`src/pkg/ufps_pkg.sv`:
```
// Constants, types and register map of the flash programming service
package ufps_pkg;
  // Register indices; byte address is four times the index
  localparam logic [7:0] IDX_ADDR_LO  = 8'ha8;
  localparam logic [7:0] IDX_ADDR_HI  = 8'ha9;
  localparam logic [7:0] IDX_RD_DATA  = 8'haa;
  localparam logic [7:0] IDX_WR_DATA  = 8'hab;
  localparam logic [7:0] IDX_CALL     = 8'hc0;
  localparam logic [7:0] IDX_ACC      = 8'hc1;
  localparam logic [7:0] IDX_XPTR     = 8'hc2;
  localparam logic [7:0] IDX_STATUS   = 8'hc3;
  localparam logic [7:0] IDX_TIMING   = 8'he1;
  localparam logic [7:0] IDX_KEY      = 8'he2;
  localparam logic [7:0] IDX_COUNT    = 8'hf1;
  // Status bit positions
  localparam int unsigned ST_BUSY_BIT  = 0;
  localparam int unsigned ST_SER_BIT   = 1;
  localparam int unsigned ST_KERR_BIT  = 2;
  localparam int unsigned ST_CERR_BIT  = 3;
  localparam int unsigned ST_KEY_BIT   = 4;
  // Entry points
  localparam logic [7:0] EP_SERIAL    = 8'h00;
  localparam logic [7:0] EP_READ_BYTE = 8'h11;
  localparam logic [7:0] EP_WRITE_BYTE = 8'h14;
  localparam logic [7:0] EP_PAGE_ERASE = 8'h17;
  localparam logic [7:0] EP_MASS_ERASE = 8'h1a;
  localparam logic [7:0] EP_BLOCK_WRITE = 8'h23;
  localparam logic [7:0] EP_BLOCK_READ = 8'h26;
  localparam logic [7:0] EP_EXIT      = 8'h62;
  // Values and limits
  localparam logic [7:0] MASS_CONFIRM = 8'h55;
  localparam logic [7:0] KEY_VALUE    = 8'h98;
  localparam logic [7:0] BLKW_MAX     = 8'h10;
  localparam logic [7:0] BYTE_RST     = 8'h00;
  localparam int unsigned KEY_WINDOW  = 6;
  localparam int unsigned APB_AW      = 12;

  // Flash macro operations
  typedef enum logic [1:0] {
    FOP_READ  = 2'h0,
    FOP_WRITE = 2'h1,
    FOP_PAGE  = 2'h2,
    FOP_MASS  = 2'h3
  } ufps_fop_t;

  // Sequencer states, Gray in the order listed
  typedef enum logic [2:0] {
    S_IDLE   = 3'h0,
    S_WAIT   = 3'h1,
    S_STEP   = 3'h3,
    S_RAMGET = 3'h2,
    S_RAMLAT = 3'h6
  } ufps_state_t;

  // Request to the flash array controller
  typedef struct packed {
    ufps_fop_t   op;
    logic [15:0] addr;
    logic [7:0]  wdata;
    logic [7:0]  timing;
  } ufps_flash_req_t;

  // Request to data RAM
  typedef struct packed {
    logic       we;
    logic [7:0] addr;
    logic [7:0] wdata;
  } ufps_ram_req_t;
endpackage

```
`src/logic/ufps_flash_service.sv`:
```
// Flash self-programming sequencer with APB register file
//
// Implementation choices: the address map and register access over APB.
`timescale 1ns/1ps
module ufps_flash_service import ufps_pkg::*; (
  input  wire logic            clk,
  input  wire logic            sys_rst,
  input  wire logic            psel,
  input  wire logic            penable,
  input  wire logic            pwrite,
  input  wire logic [APB_AW-1:0] paddr,
  input  wire logic [31:0]     pwdata,
  output logic [31:0]          prdata,
  output logic                 pready,
  output logic                 pslverr,
  output ufps_flash_req_t      flashReq,
  output logic                 flashReqValid,
  input  wire logic            flashAck,
  input  wire logic [7:0]      flashRdata,
  output ufps_ram_req_t        ramReq,
  output logic                 ramReqValid,
  input  wire logic [7:0]      ramRdata,
  input  wire logic            serialExit,
  output logic                 serialMode,
  output logic                 coreHold,
  output logic                 deviceReset
);
  // Register index from a byte address
  function automatic logic [7:0] regIdx(input logic [APB_AW-1:0] a);
    return a[9:2];
  endfunction

  ufps_state_t     stateReg;
  ufps_fop_t       curOp;
  logic            blockOp;
  logic [15:0]     curAddr;
  logic [7:0]      curX;
  logic [7:0]      remain;
  logic [7:0]      addrHiReg, addrLoReg, wrDataReg, rdDataReg;
  logic [7:0]      countReg, timingReg, accReg, xPtrReg;
  logic            keyErrReg, cmdErrReg, serialModeReg;
  logic            coreHoldReg, devRstReg, preadyReg, pslverrReg;
  logic [31:0]     prdataReg;
  ufps_flash_req_t flashReqReg;
  logic            flashValidReg;
  ufps_ram_req_t   ramReqReg;
  logic            ramValidReg;
  logic            keyLive;
  logic            apbWr, callWr, callOk, massDone;
  logic [7:0]      wIdx, ep;
  logic            goFlash, goBlkRd, goBlkWr, badCmd, doExit, doSerial;
  ufps_fop_t       goOp;
  logic [31:0]     rdMux;
  logic            hit;

  // Bus strobes
  assign wIdx   = regIdx(paddr);
  assign ep     = pwdata[7:0];
  assign apbWr  = psel && penable && preadyReg && pwrite && hit; // Refused addresses write nothing
  assign callWr = apbWr && (wIdx == IDX_CALL) && (stateReg == S_IDLE) && !serialModeReg;
  assign callOk = callWr && keyLive;
  assign massDone = (stateReg == S_STEP) && (curOp == FOP_MASS) && (remain == 8'h01);

  ufps_key_timer #(
    .WINDOW (KEY_WINDOW)
  ) u_key (
    .clk     (clk),
    .sys_rst (sys_rst),
    .keyLoad (apbWr && (wIdx == IDX_KEY) && (ep == KEY_VALUE)),
    .keyKill (callWr || (apbWr && (wIdx == IDX_KEY))),
    .keyLive (keyLive)
  );

  // Entry point decode
  always_comb begin
    goFlash  = 1'b0;
    goBlkRd  = 1'b0;
    goBlkWr  = 1'b0;
    badCmd   = 1'b0;
    doExit   = 1'b0;
    doSerial = 1'b0;
    goOp     = FOP_READ;
    case (ep)
      EP_PAGE_ERASE: begin
        goFlash = 1'b1;
        goOp    = FOP_PAGE;
      end
      EP_MASS_ERASE: begin
        goFlash = (accReg == MASS_CONFIRM);
        badCmd  = (accReg != MASS_CONFIRM);
        goOp    = FOP_MASS;
      end
      EP_READ_BYTE:  goFlash = 1'b1;
      EP_WRITE_BYTE: begin
        goFlash = 1'b1;
        goOp    = FOP_WRITE;
      end
      EP_BLOCK_READ: goBlkRd = (countReg != BYTE_RST);
      EP_BLOCK_WRITE: begin
        goBlkWr = (countReg != BYTE_RST) && (countReg <= BLKW_MAX);
        badCmd  = (countReg > BLKW_MAX);
        goOp    = FOP_WRITE;
      end
      EP_EXIT:   doExit = 1'b1;
      EP_SERIAL: doSerial = 1'b1;
      default:   badCmd = 1'b1;
    endcase
  end

  // Sequencer and request ports
  always_ff @(posedge clk) begin
    if (sys_rst) begin
      stateReg      <= S_IDLE;
      curOp         <= FOP_READ;
      blockOp       <= 1'b0;
      curAddr       <= '0;
      curX          <= BYTE_RST;
      remain        <= BYTE_RST;
      rdDataReg     <= BYTE_RST;
      flashReqReg   <= '0;
      flashValidReg <= 1'b0;
      ramReqReg     <= '0;
      ramValidReg   <= 1'b0;
      coreHoldReg   <= 1'b0;
    end else begin
      flashValidReg <= 1'b0;
      ramValidReg   <= 1'b0;
      unique case (stateReg)
        S_IDLE: begin
          if (callOk && doSerial) begin
            coreHoldReg <= 1'b1;
          end
          if (callOk && (goFlash || goBlkRd || goBlkWr)) begin
            curOp       <= goBlkRd ? FOP_READ : goOp;
            blockOp     <= goBlkRd || goBlkWr;
            curAddr     <= {addrHiReg, addrLoReg};
            curX        <= xPtrReg;
            remain      <= (goBlkRd || goBlkWr) ? countReg : 8'h01;
            coreHoldReg <= 1'b1;
            flashReqReg <= '{op: goBlkRd ? FOP_READ : goOp, addr: {addrHiReg, addrLoReg},
                             wdata: wrDataReg, timing: timingReg};
            if (goBlkWr) begin
              ramReqReg   <= '{we: 1'b0, addr: xPtrReg, wdata: BYTE_RST};
              ramValidReg <= 1'b1;
              stateReg    <= S_RAMGET;
            end else begin
              flashValidReg <= 1'b1;
              stateReg      <= S_WAIT;
            end
          end
        end
        S_WAIT: begin
          if (flashAck) begin
            if (curOp == FOP_READ && !blockOp) begin
              rdDataReg <= flashRdata;
            end
            if (curOp == FOP_READ && blockOp) begin
              ramReqReg   <= '{we: 1'b1, addr: curX, wdata: flashRdata};
              ramValidReg <= 1'b1;
            end
            stateReg <= S_STEP;
          end
        end
        S_STEP: begin
          remain <= remain - 8'h01;
          if (remain == 8'h01) begin
            coreHoldReg <= (curOp == FOP_MASS);
            stateReg    <= S_IDLE;
          end else begin
            curAddr          <= curAddr + 16'h0001;
            curX             <= curX + 8'h01;
            flashReqReg.addr <= curAddr + 16'h0001;
            if (curOp == FOP_READ) begin
              flashValidReg <= 1'b1;
              stateReg      <= S_WAIT;
            end else begin
              ramReqReg   <= '{we: 1'b0, addr: curX + 8'h01, wdata: BYTE_RST};
              ramValidReg <= 1'b1;
              stateReg    <= S_RAMGET;
            end
          end
        end
        S_RAMGET: stateReg <= S_RAMLAT;
        S_RAMLAT: begin
          flashReqReg.wdata <= ramRdata;
          flashValidReg     <= 1'b1;
          stateReg          <= S_WAIT;
        end
        default: stateReg <= S_IDLE;
      endcase
    end
  end

  // Mode and device reset requests
  always_ff @(posedge clk) begin
    if (sys_rst) begin
      serialModeReg <= 1'b0;
      devRstReg     <= 1'b0;
    end else begin
      if (massDone || (callOk && doSerial)) begin
        serialModeReg <= 1'b1;
      end
      devRstReg <= (callOk && doExit) || (serialModeReg && serialExit);
    end
  end

  // Sticky error flags; a new error beats a clear
  always_ff @(posedge clk) begin
    if (sys_rst) begin
      keyErrReg <= 1'b0;
      cmdErrReg <= 1'b0;
    end else begin
      if (callWr && !keyLive) begin
        keyErrReg <= 1'b1;
      end else if (apbWr && (wIdx == IDX_STATUS) && pwdata[ST_KERR_BIT]) begin
        keyErrReg <= 1'b0;
      end
      if (callOk && badCmd) begin
        cmdErrReg <= 1'b1;
      end else if (apbWr && (wIdx == IDX_STATUS) && pwdata[ST_CERR_BIT]) begin
        cmdErrReg <= 1'b0;
      end
    end
  end

  // Parameter registers written by software
  always_ff @(posedge clk) begin
    if (sys_rst) begin
      addrHiReg <= BYTE_RST;
      addrLoReg <= BYTE_RST;
      wrDataReg <= BYTE_RST;
      countReg  <= BYTE_RST;
      timingReg <= BYTE_RST;
      accReg    <= BYTE_RST;
      xPtrReg   <= BYTE_RST;
    end else if (apbWr) begin
      case (wIdx)
        IDX_ADDR_HI: addrHiReg <= ep;
        IDX_ADDR_LO: addrLoReg <= ep;
        IDX_WR_DATA: wrDataReg <= ep;
        IDX_COUNT:   countReg  <= ep;
        IDX_TIMING:  timingReg <= ep;
        IDX_ACC:     accReg    <= ep;
        IDX_XPTR:    xPtrReg   <= ep;
        default: ;
      endcase
    end
  end

  // Read data and address decode
  always_comb begin
    rdMux = 32'h0000_0000;
    hit   = 1'b1;
    case (wIdx)
      IDX_ADDR_HI: rdMux[7:0] = addrHiReg;
      IDX_ADDR_LO: rdMux[7:0] = addrLoReg;
      IDX_WR_DATA: rdMux[7:0] = wrDataReg;
      IDX_RD_DATA: rdMux[7:0] = rdDataReg;
      IDX_COUNT:   rdMux[7:0] = countReg;
      IDX_TIMING:  rdMux[7:0] = timingReg;
      IDX_ACC:     rdMux[7:0] = accReg;
      IDX_XPTR:    rdMux[7:0] = xPtrReg;
      IDX_KEY, IDX_CALL: rdMux = 32'h0000_0000;
      IDX_STATUS: begin
        rdMux[ST_BUSY_BIT] = (stateReg != S_IDLE);
        rdMux[ST_SER_BIT]  = serialModeReg;
        rdMux[ST_KERR_BIT] = keyErrReg;
        rdMux[ST_CERR_BIT] = cmdErrReg;
        rdMux[ST_KEY_BIT]  = keyLive;
      end
      default: hit = 1'b0;
    endcase
    if (paddr[1:0] != 2'h0 || paddr[APB_AW-1:10] != '0) begin
      hit = 1'b0;
    end
  end

  // APB answer: one wait-free access cycle after setup
  always_ff @(posedge clk) begin
    if (sys_rst) begin
      preadyReg  <= 1'b0;
      pslverrReg <= 1'b0;
      prdataReg  <= 32'h0000_0000;
    end else begin
      preadyReg  <= psel && !penable;
      pslverrReg <= psel && !penable && !hit;
      prdataReg  <= (psel && !penable && !pwrite && hit) ? rdMux : 32'h0000_0000;
    end
  end

  assign prdata        = prdataReg;
  assign pready        = preadyReg;
  assign pslverr       = pslverrReg;
  assign flashReq      = flashReqReg;
  assign flashReqValid = flashValidReg;
  assign ramReq        = ramReqReg;
  assign ramReqValid   = ramValidReg;
  assign serialMode    = serialModeReg;
  assign coreHold      = coreHoldReg;
  assign deviceReset   = devRstReg;

  property p_dispatch;
    @(posedge clk) disable iff (sys_rst)
    callOk && ep == EP_READ_BYTE |=> flashReqValid && flashReq.op == FOP_READ;
  endproperty
  a_dispatch: assert property (p_dispatch)
    else $error("read byte entry not dispatched");

  property p_page;
    @(posedge clk) disable iff (sys_rst)
    callOk && ep == EP_PAGE_ERASE |=> flashReqValid && flashReq.op == FOP_PAGE
      && flashReq.addr == {$past(addrHiReg), $past(addrLoReg)};
  endproperty
  a_page: assert property (p_page)
    else $error("page erase request wrong");

  property p_mass_guard;
    @(posedge clk) disable iff (sys_rst)
    callOk && ep == EP_MASS_ERASE && accReg != MASS_CONFIRM |=> !flashReqValid [*2];
  endproperty
  a_mass_guard: assert property (p_mass_guard)
    else $error("mass erase without confirmation");

  property p_mass_serial;
    @(posedge clk) disable iff (sys_rst)
    massDone |=> serialModeReg && coreHoldReg && stateReg == S_IDLE;
  endproperty
  a_mass_serial: assert property (p_mass_serial)
    else $error("no serial mode after mass erase");

  property p_rd_byte;
    @(posedge clk) disable iff (sys_rst)
    stateReg == S_WAIT && flashAck && curOp == FOP_READ && !blockOp
      |=> rdDataReg == $past(flashRdata);
  endproperty
  a_rd_byte: assert property (p_rd_byte)
    else $error("read data not captured");

  property p_blk_rd;
    @(posedge clk) disable iff (sys_rst)
    stateReg == S_WAIT && flashAck && blockOp && curOp == FOP_READ
      |=> ramReqValid && ramReq.we && ramReq.addr == $past(curX);
  endproperty
  a_blk_rd: assert property (p_blk_rd)
    else $error("block read byte not stored");

  property p_wr_byte;
    @(posedge clk) disable iff (sys_rst)
    callOk && ep == EP_WRITE_BYTE |=> flashReq.wdata == $past(wrDataReg) && flashReqValid;
  endproperty
  a_wr_byte: assert property (p_wr_byte)
    else $error("write byte data wrong");

  property p_blk_limit;
    @(posedge clk) disable iff (sys_rst)
    callOk && ep == EP_BLOCK_WRITE && countReg > BLKW_MAX |=> stateReg == S_IDLE && cmdErrReg;
  endproperty
  a_blk_limit: assert property (p_blk_limit)
    else $error("oversize block write accepted");

  property p_exit;
    @(posedge clk) disable iff (sys_rst)
    callOk && ep == EP_EXIT |=> deviceReset ##1 !deviceReset;
  endproperty
  a_exit: assert property (p_exit)
    else $error("exit did not pulse reset");

  property p_serial_hold;
    @(posedge clk) disable iff (sys_rst)
    serialModeReg |=> serialModeReg && coreHoldReg;
  endproperty
  a_serial_hold: assert property (p_serial_hold)
    else $error("serial mode left without reset");

  property p_release;
    @(posedge clk) disable iff (sys_rst)
    $fell(coreHoldReg) |-> $past(stateReg) == S_STEP && $past(remain) == 8'h01;
  endproperty
  a_release: assert property (p_release)
    else $error("core released early");

  property p_unknown;
    @(posedge clk) disable iff (sys_rst)
    callOk && badCmd |=> !flashReqValid && !ramReqValid && stateReg == S_IDLE;
  endproperty
  a_unknown: assert property (p_unknown)
    else $error("unknown entry touched flash");

  c_blk_wr: cover property (@(posedge clk) disable iff (sys_rst)
    stateReg == S_RAMLAT ##[1:40] stateReg == S_RAMLAT);
  c_mass: cover property (@(posedge clk) disable iff (sys_rst) massDone);
  c_key_err: cover property (@(posedge clk) disable iff (sys_rst) callWr && !keyLive);
endmodule

```
`src/logic/ufps_key_timer.sv`:
```
// Call key window timer
`timescale 1ns/1ps
module ufps_key_timer import ufps_pkg::*; #(
  parameter int unsigned WINDOW = KEY_WINDOW
) (
  input  wire logic clk,
  input  wire logic sys_rst,
  input  wire logic keyLoad,
  input  wire logic keyKill,
  output logic      keyLive
);
  localparam int unsigned CW = $clog2(WINDOW + 1);
  localparam logic [CW-1:0] LOAD = CW'(WINDOW);

  logic [CW-1:0] ageReg;

  // Load on a valid key, count down each cycle, expire at zero
  always_ff @(posedge clk) begin
    if (sys_rst) begin
      ageReg <= '0;
    end else if (keyLoad) begin
      ageReg <= LOAD;
    end else if (keyKill) begin
      ageReg <= '0;
    end else if (ageReg != '0) begin
      ageReg <= ageReg - CW'(1);
    end
  end

  assign keyLive = (ageReg != '0);

  property p_key_expire;
    @(posedge clk) disable iff (sys_rst)
    keyLoad ##1 (!keyLoad && !keyKill) [*5] |=> keyLive ##1 (!keyLive || $past(keyLoad));
  endproperty
  a_key_expire: assert property (p_key_expire)
    else $error("key window length wrong");
endmodule

```
`config.mk`:
```
export PLATFORM = sky130hd
export DESIGN_NAME = ufps_flash_service
export DESIGN_NICKNAME = d
export VERILOG_FILES = /design/src/pkg/ufps_pkg.sv /design/src/logic/ufps_flash_service.sv /design/src/logic/ufps_key_timer.sv
export SDC_FILE = /design/constraint.sdc
export NUM_CORES = 1
export LEC_CHECK = 0
export BUFFER_PORTS_ARGS = -buffer_cell sky130_fd_sc_hd__buf_2
export CAP_MARGIN = 10
export CORE_ASPECT_RATIO = 1.1
export CORE_UTILIZATION = 60
export DETAILED_ROUTE_END_ITERATION = 10
export PLACE_DENSITY = 0.91
export RECOVER_POWER = 50
export REMOVE_ABC_BUFFERS = 1
export SLEW_MARGIN = 0
export SYNTH_ARGS = -nofsm -noshare
export SYNTH_HDL_FRONTEND = slang
export SYNTH_HIERARCHICAL = 1
export SYNTH_SLANG_ARGS = --single-unit
```
`constraint.sdc`:
```
create_clock -name clk -period 3.8 [get_ports clk]
set_clock_uncertainty 0.05 [all_clocks]
set_input_delay 0.38 -clock clk [delete_from_list [all_inputs] [get_ports clk]]
set_output_delay 0.38 -clock clk [all_outputs]
set_load 0.05 [all_outputs]
```
==> results.toml, run 1 <==
[synthesis]
synth-edff-count = 0
ys_warn_count = 6
yosysSeqAreaShare = 0.409
synth_area_per_cell_sq_um = 8.84
synthFlopType = "dfxtp_1"
synthMostInstantiatedCell = "dfxtp_1"
synthTopCellsByArea = "dfxtp_1 (41%), mux2i_1 (8.4%), nor2_1 (5.1%)"
synth_top_cell_by_area = "dfxtp_1"
synthDistinctLibCells = 81
synth_top_area_frac = 0.409
synth_common_cells = "dfxtp_1 (171), nor2_1 (113), nand2_1 (78), mux2i_1 (70), a21oi_1 (59)"
synth_cells = 947
netlist_area_sq_mm = 0.00837
async_flop_share = 0
yosys_register_bits = 171

[global_route]
grt_pass1_vias = 7242
grtUsageMet3 = 0.0837
track_usage = 0.331
met1_usage = 0.414
grt_pass1_wl_um = 37000
antenna_found_initial = 0
met2_usage = 0.524
overflow = 0
busiest_layer = "met2"
grt_max_degree = 61

[sta]
slew_headroom = -0.543
tns_ns = 0
max_freq_mhz = 305
finalHoldViolCount = 0
worst_pin_slew_ns = 2.31
rsz0062_at_grt = "false"
timing.final.ws_setup_ns = 0.518
post-route-min-period_ns = 3.28
min_period_over_period = 0.864
final_max_slew_viol_count = 51
setup_viol = 0

[place]
gp_congestion = 0.942
io_buffer_count = 108
placed_area_sq_mm = 0.00892
placed_cells = 1192
dp_worst_setup_slack_ns = 0.714
post-dp-hpwl_um = 16000

[power_and_ir_drop]
seqPwrFrac = 0.435
switching_share = 0.297
leakagePower_nw = 3.24
internal_power_w = 0.00305
p_comb_frac = 0.161
pwr_density_cell_mw_per_mm2 = 462
switching_power_w = 0.00129
vdd_ir_drop_max_uv = 324
clock_power_share = 0.404

[routing]
drtAntennaViolNets = 0
num_vias = 7882
routed_wirelength_um = 23600
routedWlPerCell_um = 19.3
drtIter0Drc = 1047
drt-pass1-iter-count = 6
post-route-drc-count = 0
via_per_inst = 6.44

[cells_and_area]
fin_cells = 1224
largest_reg_flops = 34
areaGrowthSynthToFinish_pct = 12.2
final_nets = 1098
drive_above_1_share = 0.113
antenna-diode-count = 0
final_area_sq_mm = 0.00938
fillers = 1010

[die]
start_util = 0.625
ioPinCount = 157
dieArea_sq_mm = 0.0144
die_y_um = 126
chipWidth_um = 115
coreArea_sq_mm = 0.0134
num_rows = 44

[critical_path]
worstPathRequired_ns = 4.04
critPathMaxFanout = 50
path_cells = "clkbuf_1, clkbuf_1, nor3b_1, or3b_1, a31oi_1"
arrival_ns = 3.53
start_kind = "primary input"
critPathMostFrequentCell = "clkbuf_1"
cp.depth = 5
cp-end-kind = "register"
critPathSlowestCell = "clkbuf_1"
path_class = "in2reg"
cpLargestDelayFamily = "buffers and inverters"
reg2regPathDepth = 6
crit_buf_inv = 2
cp_slowest_stage_delay_ns = 1.60

[clock_network]
path_clk_slew_ns = 0.06
root_buffer = "clkbuf_16"
cts_buffer_depth = 2
cts_made_buffers = 17
clock_latency_ns = 0.44
cts_setup_buffers = 0
cts_hold_buf = 0
cts_tree = "yes"
clock-sinks = 171
cts_max_level = 4
cts_resized = 0

[hold_path]
hold_depth = 2
hold_path_class = "in2reg"

[status]
violations = "capacitance limit, slew limit"
outcome = "finished with violations"

[job]
maxCapViolCount = 2
-- power by group through the flow --
stage | sequential, W | combinational, W | clock (W)
floorplan | 0.00199 | 0.000386 | 0
global placement | 0.00192 | 0.000671 | 0
detailed placement | 0.00192 | 0.000686 | 0
CTS | 0.00188 | 0.000691 | 0.00176
global route | 0.00189 | 0.000741 | 0.00185
finish | 0.00189 | 0.000698 | 0.00175
-- routing by layer --
layer / vias up / part of all wire / routed length, um
met4: 0 / 0.043 / 1030
li1: 3563 / - / -
met2: 561 / 0.46 / 10800
met5: - / 0 / 0
met3: 98 / 0.11 / 2620
met1: 3660 / 0.39 / 9140
-- kinds of logic after synthesis --
| group | share of synthesized area |
|---|---|
| and+or+nand+nor | 0.206 |
| AOI/OAI and AO/OA | 0.179 |
| DFF | 0.409 |
| buffers and inverters | 0.0661 |
| muxes | 0.105 |
| xor gates and xnor gates | 0.0283 |
| adders and majority gates | 0.00598 |
| other | 0.000448 |
-- cell usage in the layout (no fill, tap or decap), drive strengths merged, types with 16 or more instances in the layout --
cell,Yosys,final
inv,12,16
nand2,79,79
clkbuf,44,93
dfxtp,171,171
a21oi,61,61
mux2i,70,70
buf,51,60
nor2,113,113
o21ai,33,33
conb,1,24
a22oi,18,18
nand3,37,37
nor3,19,19
-- worst paths after layout --
kind,slack (ns),startpoint,end
worst max-delay path,0.52,sys_rst,prdata[2]
worst min-delay path,0.08,penable,pready
worst max register to register,0.63,countReg[0],flashReq[29]
worst min register to register,0.40,flashReq[2],flashReq[2]
-- final cells by class --
cell class	count	area [sq um]	share of cell area
well taps	184	230	0.0245
multi-input cells	691	4460	0.476
inverters	13	48.8	0.00520
repair buffers	133	624	0.0665
clock buffers	20	457	0.0487
clock inverters	12	136	0.0145
flip-flops and latches	171	3420	0.365
-- metrics by stage --
step | util | power, W | hold slack (ns)
6_report | 0.701 | 0.00434 | 0.0821
5_1_grt | 0.701 | 0.00448 | 0.0776
4_1_cts | 0.711 | 0.00433 | 0.0754
3_5_place_dp | 0.666 | 0.00261 | 0.396
3_3_place_gp | 0.666 | 0.00259 | 0.391
2_1_floorplan | - | 0.00237 | 0.387
Power figures use the tool's default switching activity.
==> run 2: changes to the inputs <==
ABC_AREA = 1   (was default)
==> run 2 against run 1 <==
Against the previous run: the flow still finishes with violations (capacitance limit, slew limit); final area increased by 0.16%; via count rose by 6.2%; fmax up 7.3%; sequential power fell by 5%; clock power decreased by 4%; first-iteration DRC count shrank 22%; utilization is 1.7 points lower; largest cell class unchanged; highest routed layer unchanged.
==> results.toml, run 2 <==
[sta]
tns_ns = 0
post-route-min-period_ns = 3.06
slew_headroom = -0.469
worst_pin_slew_ns = 2.20
setup_viol = 0
max_freq_mhz = 327
rsz0062_at_grt = "false"
hold_ws_ns = 0.0999
final_max_slew_viol_count = 45
min_period_over_period = 0.805
finalHoldViolCount = 0

[global_route]
grt_pass1_wl_um = 37100
antenna_found_initial = 0
grt_pass1_vias = 7468
overflow = 0
busiest_layer = "met2"
met2_usage = 0.530
grt_max_degree = 61
track_usage = 0.327
grtUsageMet3 = 0.0540
met1_usage = 0.422

[die]
dieArea_sq_mm = 0.0145
die_y_um = 126
num_rows = 45
chipWidth_um = 115
coreArea_sq_mm = 0.0137
start_util = 0.614
ioPinCount = 157

[synthesis]
yosys_register_bits = 171
async_flop_share = 0
synthMostInstantiatedCell = "nor2_1"
ys_warn_count = 6
synth-edff-count = 0
synthTopCellsByArea = "dfxtp_1 (41%), nor2_1 (8.0%), a21oi_1 (6.6%)"
yosysSeqAreaShare = 0.406
synthDistinctLibCells = 53
synthFlopType = "dfxtp_1"
synth_top_area_frac = 0.406
synth_top_cell_by_area = "dfxtp_1"
netlist_area_sq_mm = 0.00844
synth_common_cells = "nor2_1 (179), dfxtp_1 (171), nand2_1 (148), inv_1 (136), a21oi_1 (111)"
synth_cells = 1185
synth_area_per_cell_sq_um = 7.12

[power_and_ir_drop]
vdd_ir_drop_max_uv = 240
leakagePower_nw = 3.76
pwr_density_cell_mw_per_mm2 = 389

[cells_and_area]
mostFrequentLayoutCell = "nor2_1"
areaGrowthSynthToFinish_pct = 11.4
antenna-diode-count = 0
fillers = 1220
drive_above_1_share = 0.115
largest_reg_flops = 34
final_nets = 1342
fin_cells = 1472
layout_common_cells = "nor2_1 (180), dfxtp_1 (171), nand2_1 (148)"

[routing]
routedWlPerCell_um = 15.7
drt-pass1-iter-count = 6
via_per_inst = 5.68
drtAntennaViolNets = 0
drtIter0Drc = 816
post-route-drc-count = 0
num_vias = 8367
routed_wirelength_um = 23200

[clock_network]
cts_hold_buf = 0
cts_resized = 0
cts_tree = "yes"
cts_buffer_depth = 2
path_clk_slew_ns = 0.07
cts_made_buffers = 17
cts_setup_buffers = 0
clock-sinks = 171
root_buffer = "clkbuf_16"
clock_latency_ns = 0.43
cts_max_level = 4

[place]
gp_congestion = 0.954
post-dp-hpwl_um = 16700
io_buffer_count = 108
placed_cells = 1440

[hold_path]
hold_path_class = "in2reg"

[critical_path]
critPathMaxFanout = 23
worstPathRequired_ns = 4.06
arrival_ns = 3.32
cp-end-kind = "register"
start_kind = "primary input"
path_class = "in2reg"

[job]
maxCapViolCount = 1

[status]
outcome = "finished with violations"
violations = "capacitance limit, slew limit"
==> run 2: changes by cell type after synthesis, sizes merged, moves of 17 or more <==
cell / change
clkbuf: -18
inv: +134
a21oi: +57
a22oi: -17
nand2: +91
o21ai: +92
nor2: +81
mux2i: -70
nand3: +19
==> run 2: stage by stage <==
| step | setup slack (ns) | util | power [W] | cell area, sq um |
|---|---|---|---|---|
| after floorplan | 0.583 | - | 0.00194 | 8080 |
| after global placement | 0.738 | 0.650 | 0.00201 | 8930 |
| after detailed placement | 0.660 | 0.650 | 0.00201 | 8930 |
| after CTS | 0.913 | 0.692 | 0.00366 | 9500 |
| after global routing | 0.409 | 0.684 | 0.00376 | 9400 |
| final | 0.741 | 0.684 | 0.00366 | 9400 |
==> run 2: cells by family (layout without fill, tap and decap cells) <==
| group | count (synthesis) | in the layout | synth area share |
|---|---|---|---|
| other | 1 | 24 | 0.000444 |
| AOI/OAI and AO/OA | 305 | 305 | 0.203 |
| DFF | 171 | 171 | 0.406 |
| and+or+nand+nor | 478 | 478 | 0.263 |
| xor gates and xnor gates | 3 | 3 | 0.00311 |
| buffers and inverters | 223 | 299 | 0.119 |
| adders and majority gates | 4 | 4 | 0.00593 |
==> run 2: power by group <==
part | total [W] | switching [W] | internal, W
registers | 0.00179 | 0.000000341 | 0.00179
logic | 0.000181 | 0.000145 | 0.0000356
clock network | 0.00168 | 0.000739 | 0.000943
total | 0.00366 | 0.000884 | 0.00277
==> run 2: worst paths after layout <==
path / start / to / slack, ns / cells past startpoint
setup reg to reg: stateReg[0] / ramReq[12] / 0.81 / 9
hold / removal: penable / pslverr / 0.1 / 2
hold reg to reg: ramReq[16] / ramReq[16] / 0.40 / 2
setup / recovery: paddr[6] / curAddr[0] / 0.74 / 15
==> run 2: final cells by class <==
cell class,count,area (sq um),area share
clock buffer,20,457,0.0486
clock inverter,12,114,0.0121
inverter,149,559,0.0595
multi-input combinational,814,4080,0.434
sequential,171,3420,0.364
tap,188,235,0.0250
timing repair buffer,118,528,0.0562
==> run 2: worst max-delay path, cell delays in order <==
cell	delay, ns
clkbuf_1	0.08
inv_1	0.07
nand2_1	0.08
nor2_1	0.31
nand2_1	0.14
nand2_1	0.08
nor2_1	0.05
nand3_2	0.08
nand3_1	0.35
nor2_4	0.28
nand3_4	0.25
o21ai_2	0.32
inv_2	0.39
o21ai_0	0.34
nor2_1	0.10
==> run 2: per-layer routing <==
metal / part of all wire / routed length (um)
met5: 0 / 0
met4: 0.039 / 906
met3: 0.082 / 1910
met2: 0.47 / 10800
met1: 0.41 / 9540
